## src/verilog/mesh_stop_event_map.vh

```
`ifndef MESH_STOP_EVENT_MAP_VH
`define MESH_STOP_EVENT_MAP_VH

// event codes, control word bits [7:0]
`define EVSEL_LSB           0
`define EVSEL_MSB           7
`define EV_DIR_UPDATE       8'h21
`define EV_MC_READ          8'h24
`define EV_ORDER_STALL      8'hba
`define EV_REQ_RING_BUSY    8'hb6
`define EV_ACK_RING_BUSY    8'hb7
`define EV_DATA_RING_BUSY   8'hb8
`define EV_INV_RING_BUSY    8'hb9
`define EV_ACK2_RING_BUSY   8'hbb

// qualifier fields of the control word
`define UMASK_LSB           8
`define UMASK_MSB           15
`define XSEL_LSB            32
`define XSEL_MSB            57
`define CTL_WIDTH           64

// unit-mask bit positions (within the 8-bit field)
`define UM_BIT0             0
`define UM_BIT1             1
`define UM_BIT2             2
`define UM_BIT3             3
`define UM_BIT4             4
`define UM_BIT5             5
`define UM_BIT6             6

// extended select bit positions (within the 26-bit field)
`define XS_BIT0             0
`define XS_BIT1             1

// counters that may host the restricted events are 0 up to this bound minus one
`define RESTRICTED_CTR_LIMIT 4

// memory read target encoding
`define TGT_DDR_MEM         2'h0
`define TGT_DDR_CACHE       2'h1
`define TGT_PMEM            2'h2

// reset value of every count
`define COUNT_RESET         1'b0

`endif

```

## src/verilog/mesh_stop_event_select.v

```verilog
`timescale 1ns/1ns
`include "mesh_stop_event_map.vh"

// Functional notes
// - directory update: hit or miss return, non-persistent only
// - directory umask selects any or transition
// - 0xBA counts invalidate ordering stall cycles up/down
// - 0xB6 counts request ring busy cycles
// - 0xBB counts second acknowledge ring busy cycles
// - 0xB7 counts acknowledge ring busy cycles
// - 0xB8 counts data ring busy cycles
// - 0xB9 counts invalidate ring busy cycles
// - busy means passing or sunk, never injected
// - ring umask bits: left/right even/odd lanes
// - umask bits 15:8, extended select 57:32
// - up is clockwise on left, reversed right
// - first half of stops left, rest right
// - invalidate ring: bit0 left, bit2 right
// - memory read counted on counters 0-3 only
// - read class bits and channel select bits
// - read target and transgress source bits
module mesh_stop_event_select #(
    parameter NUM_CTR   = 4,              // number of counters
    parameter CTR_WIDTH = 48,             // width of each count
    parameter NUM_STOPS = 8,              // caching agent stops on the ring
    parameter STOP_W    = 4               // width of the stop index
) (
    // clock and reset
    input  wire                          clk,
    input  wire                          srst,
    // counter control, one word and one enable/clear per counter
    input  wire [NUM_CTR*`CTL_WIDTH-1:0] ctl_word,
    input  wire [NUM_CTR-1:0]            ctr_en,
    input  wire [NUM_CTR-1:0]            ctr_clr,
    // placement of this stop on the ring
    input  wire [STOP_W-1:0]             stop_index,
    // directory updates
    input  wire                          dir_upd_valid,
    input  wire                          dir_upd_hit,
    input  wire                          dir_upd_pmem,
    input  wire [5:0]                    dir_upd_trans,
    // egress ordering stalls, physical rings
    input  wire                          stall_cw,
    input  wire                          stall_ccw,
    // ring lanes: bit0 left-even, 1 left-odd, 2 right-even, 3 right-odd
    input  wire [3:0]                    req_pass,
    input  wire [3:0]                    req_sink,
    input  wire [3:0]                    ack_pass,
    input  wire [3:0]                    ack_sink,
    input  wire [3:0]                    ack2_pass,
    input  wire [3:0]                    ack2_sink,
    input  wire [3:0]                    data_pass,
    input  wire [3:0]                    data_sink,
    // invalidate ring: bit0 left, bit1 right
    input  wire [1:0]                    inv_pass,
    input  wire [1:0]                    inv_sink,
    // memory controller reads, one slot per channel
    input  wire [1:0]                    rd_valid,
    input  wire [1:0]                    rd_isochronous_class,
    input  wire [3:0]                    rd_target,
    input  wire [1:0]                    rd_from_tgr,
    // results
    output wire [NUM_CTR*CTR_WIDTH-1:0]  count,
    output reg                           order_stall_up_q,
    output reg                           order_stall_down_q,
    output reg                           stop_on_right_q
);

    // registered event inputs; one stage keeps the qualifier logic off the
    // event sources' timing paths at the cost of one cycle of latency
    reg                dir_valid_q;       // directory update seen
    reg                dir_hit_q;         // hit return (else miss)
    reg                dir_pmem_q;        // update targets persistent memory
    reg  [5:0]         dir_trans_q;       // one-hot transition
    reg  [3:0]         req_busy_q;        // request ring lanes busy
    reg  [3:0]         ack_busy_q;        // acknowledge ring lanes busy
    reg  [3:0]         ack2_busy_q;       // second acknowledge lanes busy
    reg  [3:0]         data_busy_q;       // data ring lanes busy
    reg  [1:0]         inv_busy_q;        // invalidate ring sides busy
    reg  [1:0]         rd_valid_q;        // read per channel
    reg  [1:0]         rd_isochronous_class_q;        // isochronous class per channel
    reg  [3:0]         rd_target_q;       // target per channel, 2 bits each
    reg  [1:0]         rd_from_tgr_q;     // read from transgress per channel

    // side of the ring this stop sits on
    wire               stop_on_right_d;

    // first half of the stops sits left, second half right
    assign stop_on_right_d = ({1'b0, stop_index} >= (NUM_STOPS / 2));

    // input staging; injected packets have no input, so they never count
    always @(posedge clk)
    begin
        if (srst)
        begin
            dir_valid_q        <= 1'b0;
            dir_hit_q          <= 1'b0;
            dir_pmem_q         <= 1'b0;
            dir_trans_q        <= 6'h00;
            req_busy_q         <= 4'h0;
            ack_busy_q         <= 4'h0;
            ack2_busy_q        <= 4'h0;
            data_busy_q        <= 4'h0;
            inv_busy_q         <= 2'h0;
            rd_valid_q         <= 2'h0;
            rd_isochronous_class_q         <= 2'h0;
            rd_target_q        <= 4'h0;
            rd_from_tgr_q      <= 2'h0;
            order_stall_up_q   <= 1'b0;
            order_stall_down_q <= 1'b0;
            stop_on_right_q    <= 1'b0;
        end
        else
        begin
            dir_valid_q        <= dir_upd_valid;
            dir_hit_q          <= dir_upd_hit;
            dir_pmem_q         <= dir_upd_pmem;
            dir_trans_q        <= dir_upd_trans;
            // a lane is busy for pass-through or sunk packets
            req_busy_q         <= req_pass | req_sink;
            ack_busy_q         <= ack_pass | ack_sink;
            ack2_busy_q        <= ack2_pass | ack2_sink;
            data_busy_q        <= data_pass | data_sink;
            inv_busy_q         <= inv_pass | inv_sink;
            rd_valid_q         <= rd_valid;
            rd_isochronous_class_q         <= rd_isochronous_class;
            rd_target_q        <= rd_target;
            rd_from_tgr_q      <= rd_from_tgr;
            stop_on_right_q    <= stop_on_right_d;
            // up is clockwise on the left side, counter-clockwise on the right
            order_stall_up_q   <= stop_on_right_d ? stall_ccw : stall_cw;
            order_stall_down_q <= stop_on_right_d ? stall_cw : stall_ccw;
        end
    end

    genvar gi;
    generate
        for (gi = 0; gi < NUM_CTR; gi = gi + 1)
        begin : g_ctr
            // fields of this counter's control word
            wire [7:0]  evsel;            // event code
            wire [7:0]  umask;            // unit mask
            wire [25:0] xsel;             // extended select
            wire        restricted_ok;    // counter may host restricted events
            wire        dir_match;        // directory update qualifies
            wire        rd_match;         // memory read qualifies
            wire [1:0]  rd_ch_match;      // per channel read qualifies
            wire [3:0]  lane_sel;         // lanes chosen for four-lane rings
            reg         inc;              // qualified event this cycle

            assign evsel = ctl_word[gi*`CTL_WIDTH+`EVSEL_LSB +: 8];
            assign umask = ctl_word[gi*`CTL_WIDTH+`UMASK_LSB +: 8];
            assign xsel  = ctl_word[gi*`CTL_WIDTH+`XSEL_LSB +: 26];

            // restricted events count nothing on higher counters
            assign restricted_ok = (gi < `RESTRICTED_CTR_LIMIT);

            // non-persistent only; hit via xsel bit0, miss via xsel bit1
            assign dir_match = dir_valid_q && !dir_pmem_q
                && ((dir_hit_q && xsel[`XS_BIT0])
                    || (!dir_hit_q && xsel[`XS_BIT1]))
                && (umask[`UM_BIT0] || (|(umask[`UM_BIT6:`UM_BIT1]
                    & dir_trans_q)));

            // lane order already matches umask bits 0..3
            assign lane_sel = umask[`UM_BIT3:`UM_BIT0];

            genvar ch;
            for (ch = 0; ch < 2; ch = ch + 1)
            begin : g_ch
                wire [1:0] tgt;           // target of this channel's read
                assign tgt = rd_target_q[2*ch +: 2];
                // channel picked by xsel, then any selected qualifier
                assign rd_ch_match[ch] = rd_valid_q[ch] && xsel[ch]
                    && ((umask[`UM_BIT0] && !rd_isochronous_class_q[ch])
                        || (umask[`UM_BIT1] && rd_isochronous_class_q[ch])
                        || umask[`UM_BIT2]
                        || (umask[`UM_BIT3] && (tgt == `TGT_DDR_MEM))
                        || (umask[`UM_BIT4] && (tgt == `TGT_DDR_CACHE))
                        || (umask[`UM_BIT5] && (tgt == `TGT_PMEM))
                        || (umask[`UM_BIT6] && rd_from_tgr_q[ch]));
            end

            // both channels in one cycle still add one
            assign rd_match = |rd_ch_match;

            // event decode; any selected lane or qualifier adds one
            always @*
            begin
                case (evsel)
                    `EV_DIR_UPDATE:
                    begin
                        inc = restricted_ok && dir_match;
                    end
                    `EV_MC_READ:
                    begin
                        inc = restricted_ok && rd_match;
                    end
                    `EV_ORDER_STALL:
                    begin
                        inc = (umask[`UM_BIT0] && order_stall_up_q)
                            || (umask[`UM_BIT2] && order_stall_down_q);
                    end
                    `EV_REQ_RING_BUSY:
                    begin
                        inc = |(lane_sel & req_busy_q);
                    end
                    `EV_ACK2_RING_BUSY:
                    begin
                        inc = |(lane_sel & ack2_busy_q);
                    end
                    `EV_ACK_RING_BUSY:
                    begin
                        inc = |(lane_sel & ack_busy_q);
                    end
                    `EV_DATA_RING_BUSY:
                    begin
                        inc = |(lane_sel & data_busy_q);
                    end
                    `EV_INV_RING_BUSY:
                    begin
                        // single ring: left on bit0, right on bit2
                        inc = (umask[`UM_BIT0] && inv_busy_q[0])
                            || (umask[`UM_BIT2] && inv_busy_q[1]);
                    end
                    default:
                    begin
                        // unknown code counts nothing
                        inc = 1'b0;
                    end
                endcase
            end

            // the running count for this counter
            event_tally_counter #(
                .WIDTH   (CTR_WIDTH)
            ) u_tally (
                .clk     (clk),
                .srst    (srst),
                .clr     (ctr_clr[gi]),
                .en      (ctr_en[gi]),
                .inc     (inc),
                .count_q (count[gi*CTR_WIDTH +: CTR_WIDTH])
            );
        end
    endgenerate

endmodule // mesh_stop_event_select

```

## src/verilog/event_tally_counter.v

```verilog
`timescale 1ns/1ns
`include "mesh_stop_event_map.vh"

module event_tally_counter #(
    parameter WIDTH = 48                  // count width
) (
    // clock and reset
    input  wire             clk,
    input  wire             srst,
    // control
    input  wire             clr,          // clears the count, wins over inc
    input  wire             en,           // counting enabled
    input  wire             inc,          // qualified event this cycle
    // result
    output reg  [WIDTH-1:0] count_q       // running count
);

    // one increment per cycle at most; wraps silently at full scale
    always @(posedge clk)
    begin
        if (srst || clr)
        begin
            count_q <= {WIDTH{`COUNT_RESET}};
        end
        else if (en && inc)
        begin
            count_q <= count_q + {{(WIDTH-1){1'b0}}, 1'b1};
        end
    end

endmodule // event_tally_counter

```

## config.mk

```make
export PLATFORM = sky130hd
export DESIGN_NAME = mesh_stop_event_select
export DESIGN_NICKNAME = d
export VERILOG_FILES = /design/src/verilog/mesh_stop_event_select.v /design/src/verilog/event_tally_counter.v
export VERILOG_INCLUDE_DIRS = /design/src /design/src/verilog
export SDC_FILE = /design/constraint.sdc
export NUM_CORES = 1
export LEC_CHECK = 0
export BUFFER_PORTS_ARGS = -buffer_cell sky130_fd_sc_hd__buf_4
export CORE_AREA = 4 4 201 203
export CTS_BUF_LIST = sky130_fd_sc_hd__clkbuf_8
export DETAILED_ROUTE_END_ITERATION = 8
export DIE_AREA = 0 0 205 207
export HOLD_SLACK_MARGIN = 0.08
export SETUP_SLACK_MARGIN = 0.3
export SLEW_MARGIN = 20
export SYNTH_ARGS = -nofsm -noshare
export SYNTH_HDL_FRONTEND = slang
export SYNTH_SLANG_ARGS = --single-unit
export TNS_END_PERCENT = 20
```

## constraint.sdc

```tcl
create_clock -name clk -period 3.2 [get_ports clk]
set_input_delay 0.16 -clock clk [delete_from_list [all_inputs] [get_ports clk]]
set_output_delay 0.16 -clock clk [all_outputs]
set_load 0.1 [all_outputs]
```

==> flow_summary.ini, run 1 <==
[run_status]
outcome = finished clean

[pwr]
switching_share = 0.244
leakage_nw = 6.02
p_sw_mw = 1.66
ir_drop_mv = 0.294
p_comb_frac = 0.075
power_density_nw_per_um2 = 406
pwr-share-clk = 0.487
internal_power_mw = 5.13
pwr-share-seq = 0.438

[logic_synthesis]
avgSynthCellArea_um2 = 8.17
synth_commonest_cells = dfxtp_1 (232), a21oi_1 (165), o21ai_0 (112)
synth_nets = 1760
yosysTopAreaCell = dfxtp_1
synth_top_cell_area_share = 0.398
ys.flop_type = dfxtp_1
synth_seq_cells = 232
yosys-top-cells-area = dfxtp_1 (40%), a21oi_1 (7.1%), or3_1 (5.7%)
post-synth-top-count-cell = dfxtp_1
synth_edf_count = 0
async_flop_share = 0
syn_inst = 1429
netlist_area_um2 = 11700
ys_seq_area_frac = 0.398
yosysWarnings = 0
synth_cell_types = 63

[critical_path]
worst_ep_arrival_time_ns = 3.29
path_class = reg -> reg
worstSetupEndpointType = flop
cp_max_fo = 15
cp-start-kind = flop
worstPathRequired_ns = 3.71

[placement]
dp.cells = 2236
post-place-ws_ns = 0.0667
dp.final_hpwl_um = 32200
gp_congestion = 0.869
io_buffer_count = 331
place_area_um2 = 14800

[sta]
setup_violations = 0
clock-skew-final_ns = 0.0282
slew_headroom = 0.346
clock.fmax_mhz = 360
rsz0062_at_grt = yes
fin_crit_ns = 2.78
worst_pin_slew_ns = 0.976
whs_ns = 0.318
hold_viol = 0
fin_crit_sh = 0.868
finalMaxSlewViolations = 0
finalWorstSetupSlack_ns = 0.422
fin_tns_setup_ns = 0

[detailed_routing]
drt-initial-drc-count = 830
viasPerCell = 5.40
drc_errors = 0
dr.pass1.iters = 6
num_vias = 13000
wl_per_cell_um = 18.4
wirelength_um = 44100
ant_nets = 0

[cells_and_area]
nNetsFinal = 2174
fin_area_um2 = 16700
synthToLayoutAreaGrowth_pct = 43.2
fillers = 3816
layout-drive-gt1-share = 0.279
final_cell_count_no_fill = 2402

[clock_tree]
htree_num_levels = 2
cts_tree = done
post_cts_buffers = 0
cts_buffer_depth = 3
clockRootBuffer = clkbuf_8
clkSinkCount = 232
path_clk_slew_ns = 0.06
insertion_delay_ns = 0.61
cts_buffers = 45

[floorplanning]
die_x_um = 205
dieArea_um2 = 42400
row_count = 72
initial_utilization = 0.303
die_h_um = 207
pin_count = 522
core_um2 = 38500

[hold_path]
hp-class = in -> reg

[global_routing]
antenna_found_initial = 15
overflow = 0
grt_pass1_wl_um = 68400
grt.total_usage = 0.198
grt_pass1_vias = 12400
grt_max_degree = 49

[job]
max_cap_violations = 0
[flip-flops by register name (all words and copies together) (netlist names)]
signal / flops
ack_busy_q: 4
dir_pmem_q: 1
dir_valid_q: 1
rd_target_q: 4
stop_on_right_q: 1
rd_isochronous_class_q: 2
rd_valid_q: 2
req_busy_q: 4
dir_hit_q: 1
dir_trans_q: 6
inv_busy_q: 2
order_stall_up_q: 1
order_stall_down_q: 1
data_busy_q: 4
g_ctr.u_tally.count_q: 192
ack2_busy_q: 4
rd_from_tgr_q: 2
[critical path, cell delays in order (launching register included)]
cell      delay [ns]
dfxtp_1         0.35
a222oi_1        0.35
nand3_1         0.13
a32oi_1         0.31
o221ai_2        0.33
o211ai_1        0.88
o21ai_0         0.21
a21oi_1         0.16
[cell families after synthesis]
logic type	synth area share
AOI/OAI and AO/OA	0.237
xor gates and xnor gates	0.0255
adders and majority gates	0.00429
buffers and inverters	0.0358
DFF	0.398
muxes	0.0233
and+or+nand+nor	0.276
[area by class of cell]
cell class | count | area [µm²] | area share
multi-input cells | 1089 | 6680 | 0.400
well taps | 518 | 648 | 0.0388
diodes | 10 | 25.0 | 0.00150
repair buffers | 439 | 3490 | 0.209
clock buffers | 65 | 895 | 0.0535
clock inverters | 13 | 116 | 0.00696
flip-flops and latches | 232 | 4720 | 0.282
inverters | 36 | 135 | 0.00808
[cells in the final DEF (no fill, tap or decap), drive strengths merged, types with 8 or more instances in the layout]
master and instances:
xor2 24, a222oi 10, or4 40, o2111ai 17, xnor2 10, nand4 37, o21ai 117, nand3 73
and2 9, diode 10, and4 18, buf 361, or4b 8, inv 41, dfxtp 232, a21oi 165
o211ai 25, mux2i 26, o31ai 37, a22oi 26, and3 20, nor2 100, nor3 15, nor4 12
or2 9, o21a 10, or3 107, nand2 85, nor2b 22, dlygate4sd3 78, clkbuf 65
[final timing paths]
check | start | end | slack (ns) | depth (start not counted)
hold / removal | dir_upd_pmem | dir_pmem_q | 0.32 | 3
hold reg to reg | g_ctr[0].u_tally.count_q[25] | g_ctr[0].u_tally.count_q[25] | 0.48 | 2
setup / recovery | ack2_busy_q[0] | g_ctr[3].u_tally.count_q[24] | 0.42 | 7
setup reg to reg | ack2_busy_q[0] | g_ctr[3].u_tally.count_q[24] | 0.42 | 7
[metrics by stage]
step,utilization,power [mW]
2_1_floorplan,-,3.21
3_3_place_gp,0.385,3.45
3_5_place_dp,0.385,3.46
4_1_cts,0.432,6.90
5_1_grt,0.434,7.08
6_report,0.435,6.78
[power groups by stage]
stage | sequential (mW) | clock, mW | combinational (mW)
2_1_floorplan | 3.02 | 0 | 0.186
3_3_place_gp | 3.03 | 0 | 0.419
3_5_place_dp | 3.03 | 0 | 0.424
4_1_cts | 2.97 | 3.43 | 0.503
5_1_grt | 2.97 | 3.55 | 0.550
6_report | 2.97 | 3.30 | 0.508
[routing by layer]
metal,vias up,part of all wire,track usage
met5,-,0.0015,0
met4,10,0.024,0.0702
met3,69,0.090,0.0701
met2,461,0.44,0.307
met1,6156,0.44,0.256
li1,6267,-,-
[repair_timing]
action,in CTS,in global routing
hold buffers,78,0
hold endpoints to repair,69,0
endpoints found under the setup margin,25,42
gates cloned,0,0
gates resized for setup,1,10
Power figures use the tool's default switching activity.
==> run 2: changes to the inputs <==
==> constraint.sdc (replaced) <==
create_clock -name clk -period 3.2 [get_ports clk]
set_input_delay 0 -clock clk [delete_from_list [all_inputs] [get_ports clk]]
set_output_delay 0 -clock clk [all_outputs]
set_load 0.1 [all_outputs]
==> flow_summary.ini, run 2 (synthesis gave the netlist of run 1 again) <==
[cells_and_area]
layout-drive-gt1-share = 0.267
reg_top3 = g_ctr.u_tally.count_q x192, dir_trans_q x6
max_flop_register = g_ctr.u_tally.count_q
largest_register_ffs = 192
synthToLayoutAreaGrowth_pct = 43.2
layout_common_cells = buf_4 (361), dfxtp_1 (171), a21oi_1 (165), o21ai_0 (112), or3_1 (107)
final_common_cell = buf_4
nNetsFinal = 2196

[critical_path]
worstSetupEndpointType = flop
worstPathRequired_ns = 3.70
cp-start-kind = flop
worst_ep_arrival_time_ns = 3.36
cp_max_fo = 6
path_class = reg -> reg

[placement]
gp_congestion = 0.855
dp.final_hpwl_um = 32000
io_buffer_count = 331

[sta]
worst_pin_slew_ns = 0.978
setup_violations = 0
slew_headroom = 0.348
finalMaxSlewViolations = 0
rsz0062_at_grt = yes
clock-skew-final_ns = 0.0223
fin_crit_sh = 0.895
fin_tns_setup_ns = 0
fin_crit_ns = 2.86
hold_viol = 0
clock.fmax_mhz = 349

[detailed_routing]
drc_errors = 0
drt-initial-drc-count = 838
wl_per_cell_um = 18.0
ant_nets = 0
viasPerCell = 5.34
wirelength_um = 43500
num_vias = 12900
dr.pass1.iters = 6

[run_status]
outcome = finished clean

[clock_tree]
cts_buffer_depth = 3
clockRootBuffer = clkbuf_8
post_cts_buffers = 0
htree_num_levels = 2
cts_buffers = 44
insertion_delay_ns = 0.60
cts_tree = done
path_clk_slew_ns = 0.06
clkSinkCount = 232

[pwr]
power_mw = 6.22
pwr-share-seq = 0.479
ir_drop_mv = 0.325
p_comb_frac = 0.084
pwr-share-clk = 0.438
leakage_nw = 6.07
p_sw_mw = 1.58
internal_power_mw = 4.63
switching_share = 0.255
power_density_nw_per_um2 = 372

[global_routing]
grt_pass1_vias = 12300
antenna_found_initial = 13
grt.total_usage = 0.197
grt_max_degree = 53
overflow = 0
grt_pass1_wl_um = 67900

[floorplanning]
die_x_um = 205
die_h_um = 207
row_count = 72
core_um2 = 38500
dieArea_um2 = 42400
pin_count = 522
initial_utilization = 0.303

[job]
max_cap_violations = 0

[hold_path]
hp-class = in -> reg
## run 2: changes by cell type in the layout (fill, tap and decap cells not counted), sizes merged, moves of 2 or more
cell	change
diode	-3
bufinv	-2
dlygate4sd3	+22
clkbuf	-14
inv	+12
## run 2: final cells by class
cell class                 instances  area, µm²
inverter                          36        135
clock buffer                      51        702
clock inverter                    23       98.8
antenna                            7       17.5
multi-input combinational       1089       6680
tap                              518        648
timing repair buffer             462       3720
fill                            3898      21700
sequential                       232       4720
## run 2: worst paths after layout
path,from,to,slack (ns),cells past startpoint
worst min register to register,g_ctr[0].u_tally.count_q[47],g_ctr[0].u_tally.count_q[47],0.48,2
worst max register to register,g_ctr[3].u_tally.count_q[17],g_ctr[3].u_tally.count_q[42],0.34,8
worst max-delay path,g_ctr[3].u_tally.count_q[17],g_ctr[3].u_tally.count_q[42],0.34,8
worst min-delay path,ctl_word[66],g_ctr[1].u_tally.count_q[2],0.17,5
## run 2: routing by layer
metal	vias up	GRT usage	wire length, µm
li1	6309	-	-
met1	6085	0.263	19100
met2	432	0.294	19200
met3	79	0.0712	4020
met4	12	0.0668	1200
met5	-	0	86
## run 2: power groups by stage
stage	combinational (mW)	clock (mW)	sequential, mW
2_1_floorplan	0.186	0	3.02
5_1_grt	0.566	2.96	2.98
6_report	0.521	2.72	2.98
3_5_place_dp	0.418	0	3.03
3_3_place_gp	0.412	0	3.03
4_1_cts	0.518	2.84	2.97
## run 2: worst max-delay path, stage by stage, from the launching register on
cell and delay (ns):
dfxtp_2 0.37, nand4_1 0.23, nor4_2 0.35, buf_4 0.20, nand4_1 0.24, nor4_1 0.53, o2111ai_2 0.32, or3_1 0.37
a21oi_1 0.18
## run 2: per-stage QoR
step	util	cells	cell area (µm²)	setup slack [ns]	hold WS, ns
floorplan	-	1429	11800	0.296	0.116
global placement	0.385	2236	14800	0.236	0.217
detailed placement	0.386	2237	14800	0.217	0.213
CTS	0.433	2411	16600	0.297	0.155
global route	0.435	2418	16700	0.172	0.169
finish	0.435	2418	16700	0.337	0.166
## run 2: repair_timing
item,in CTS,in global routing
endpoints found under the setup margin,7,42
hold buffers,100,0
hold endpoints to repair,135,0
gates resized for setup,2,9
cloned,0,0
==> run 3: changes to the inputs <==
Settings changed: BUFFER_PORTS_ARGS -buffer_cell sky130_fd_sc_hd__buf_4 to -buffer_cell sky130_fd_sc_hd__buf_2, CORE_AREA 4 4 201 203 to 2 2 201 203, CTS_BUF_LIST sky130_fd_sc_hd__clkbuf_8 to default, DIE_AREA 0 0 205 207 to 0 0 203 205.
==> flow_summary.ini, run 3 (synthesis gave the netlist of run 1 again) <==
[run_status]
outcome = finished clean

[floorplanning]
die_h_um = 205
die_x_um = 203
dieArea_um2 = 41600
initial_utilization = 0.297
core_um2 = 39400
row_count = 73
pin_count = 522

[critical_path]
path_common_cell = or4_1
r2r_cells = 7
worstReg2RegStart = dir_pmem_q
worst_ep_arrival_time_ns = 3.28
cp-start-kind = flop
worst-r2r-setup-slack_ns = 0.40
cp_max_fo = 21
slowest_stage = or4_1
critical_path.top_delay_family = simple AND/OR/NAND/NOR gates
cpPeakStageDelay_ns = 0.58
path_cells = nand2b_1 > or4b_1 > or4_1 > o221ai_2 > o21ai_2 > or4_1 > a21oi_1
worstSetupEndpointType = flop
worst-path-buf-inv = 0
crit_path_start = dir_pmem_q
worstPathRequired_ns = 3.68
path_class = reg -> reg
r2r-end = g_ctr[2].u_tally.count_q[43]

[sta]
hold_viol = 0
fin_crit_sh = 0.875
rsz0062_at_grt = yes
setup_violations = 0
finalMaxSlewViolations = 0
fin_tns_setup_ns = 0
clock-skew-final_ns = 0.0187
clock.fmax_mhz = 357
worst_pin_slew_ns = 0.962
fin_crit_ns = 2.80
slew_headroom = 0.359

[placement]
gp_congestion = 0.835
dp.final_hpwl_um = 31200
place_area_um2 = 14000
io_buffer_count = 331

[cells_and_area]
fillers = 3981
synthToLayoutAreaGrowth_pct = 35.6
layout_common_cells = buf_2 (331), dfxtp_1 (171), a21oi_1 (165), o21ai_0 (112), or3_1 (107)
multi_input_area_um2 = 6660
fin_util = 0.402
seqCellArea_um2 = 4720
reg_top3 = g_ctr.u_tally.count_q x192, dir_trans_q x6
layout-drive-gt1-share = 0.265
max_flop_register = g_ctr.u_tally.count_q
fin_area_um2 = 15800
final_common_cell = buf_2
nNetsFinal = 2159
largest_register_ffs = 192

[hold_path]
holdPathStages = 3
min_delay_worst_endpoint = dir_trans_q[4]
hp-class = in -> reg
worstHoldStart = dir_upd_trans[4]

[pwr]
pwr-share-clk = 0.491
power_density_nw_per_um2 = 426
p_comb_frac = 0.067
leakage_nw = 5.85
switching_share = 0.241
internal_power_mw = 5.11
p_sw_mw = 1.62
power_mw = 6.74
ir_drop_mv = 0.364
pwr-share-seq = 0.442

[clock_tree]
cts_buffer_depth = 3
htree_num_levels = 1
clockRootBuffer = clkbuf_16
insertion_delay_ns = 0.57
cts_buffers = 29
cts_tree = done
path_clk_slew_ns = 0.05
clkSinkCount = 232

[global_routing]
grt_pass1_wl_um = 65900
overflow = 0
grt_max_degree = 49
antenna_found_initial = 16
grt.total_usage = 0.197
grt_pass1_vias = 11900

[detailed_routing]
wirelength_um = 42800
num_vias = 12800
wl_per_cell_um = 17.9
drc_errors = 0
viasPerCell = 5.37
ant_nets = 0
dr.pass1.iters = 7
drt-initial-drc-count = 970

[job]
max_cap_violations = 0
==> run 3: cell types whose count changed in the layout (fill, tap and decap cells not counted), sizes merged <==
cell and delta:
bufinv +2, clkbuf -9, inv -16, diode +4, buf -3, clkinv +1
clkinvlp -1, dlygate4sd3 -19
==> run 3: layout make-up <==
class / instances / area share
Clock inverter: 9 / 0.00688
Antenna cell: 11 / 0.00174
Tap cell: 525 / 0.0415
Inverter: 36 / 0.00854
Clock buffer: 42 / 0.0534
Sequential cell: 232 / 0.298
Timing Repair Buffer: 440 / 0.169
Multi-Input combinational cell: 1089 / 0.421
==> run 3: timing repair <==
item | 4_1_cts | 5_1_grt
setup buffers | 0 | 2
pin swaps | 0 | 1
endpoints found under the setup margin | 11 | 50
gates cloned | 0 | 0
hold endpoints to repair | 79 | 0
hold buffers | 81 | 0
resized for setup | 2 | 5
==> run 3: power groups by stage <==
stage                     Combinational, mW  Sequential (mW)  Clock, mW
after floorplan                       0.186             3.02          0
after global placement                0.363             3.03          0
after detailed placement              0.369             3.03          0
after CTS                             0.448             2.97       3.41
after global routing                  0.495             2.97       3.53
final                                 0.454             2.97       3.31
==> run 3: metrics by stage <==
step / hold WS (ns) / setup WS [ns] / instances
after floorplan: 0.116 / 0.296 / 1429
after global placement: 0.219 / 0.303 / 2239
after detailed placement: 0.216 / 0.213 / 2239
after CTS: 0.145 / 0.290 / 2371
after global routing: 0.187 / 0.165 / 2382
final: 0.181 / 0.399 / 2384
==> run 3: how the worst max path moves through the flow <==
stage / cells past startpoint / slack [ns] / endpoint
4_1_cts: 7 / 0.29 / g_ctr[3].u_tally.count_q[47]
2_1_floorplan: 7 / 0.30 / g_ctr[0].u_tally.count_q[32]
5_1_grt: 7 / 0.17 / g_ctr[2].u_tally.count_q[43]
6_report: 7 / 0.40 / g_ctr[2].u_tally.count_q[43]
3_3_place_gp: 7 / 0.30 / g_ctr[0].u_tally.count_q[40]
3_5_place_dp: 7 / 0.21 / g_ctr[3].u_tally.count_q[47]
==> run 3: worst register-to-register path: cells and delay by family (launching register included) <==
kind               cells  cell delay (ns)
and+or+nand+nor        4             1.69
AOI/OAI and AO/OA      3             0.75
DFF                    1             0.29
==> run 3: layer usage <==
metal,GRT usage,wire [µm],up-vias
li1,-,-,6237
met4,0.0571,761,8
met1,0.270,19900,6091
met5,0,51,-
met3,0.0539,3260,59
met2,0.301,18800,397
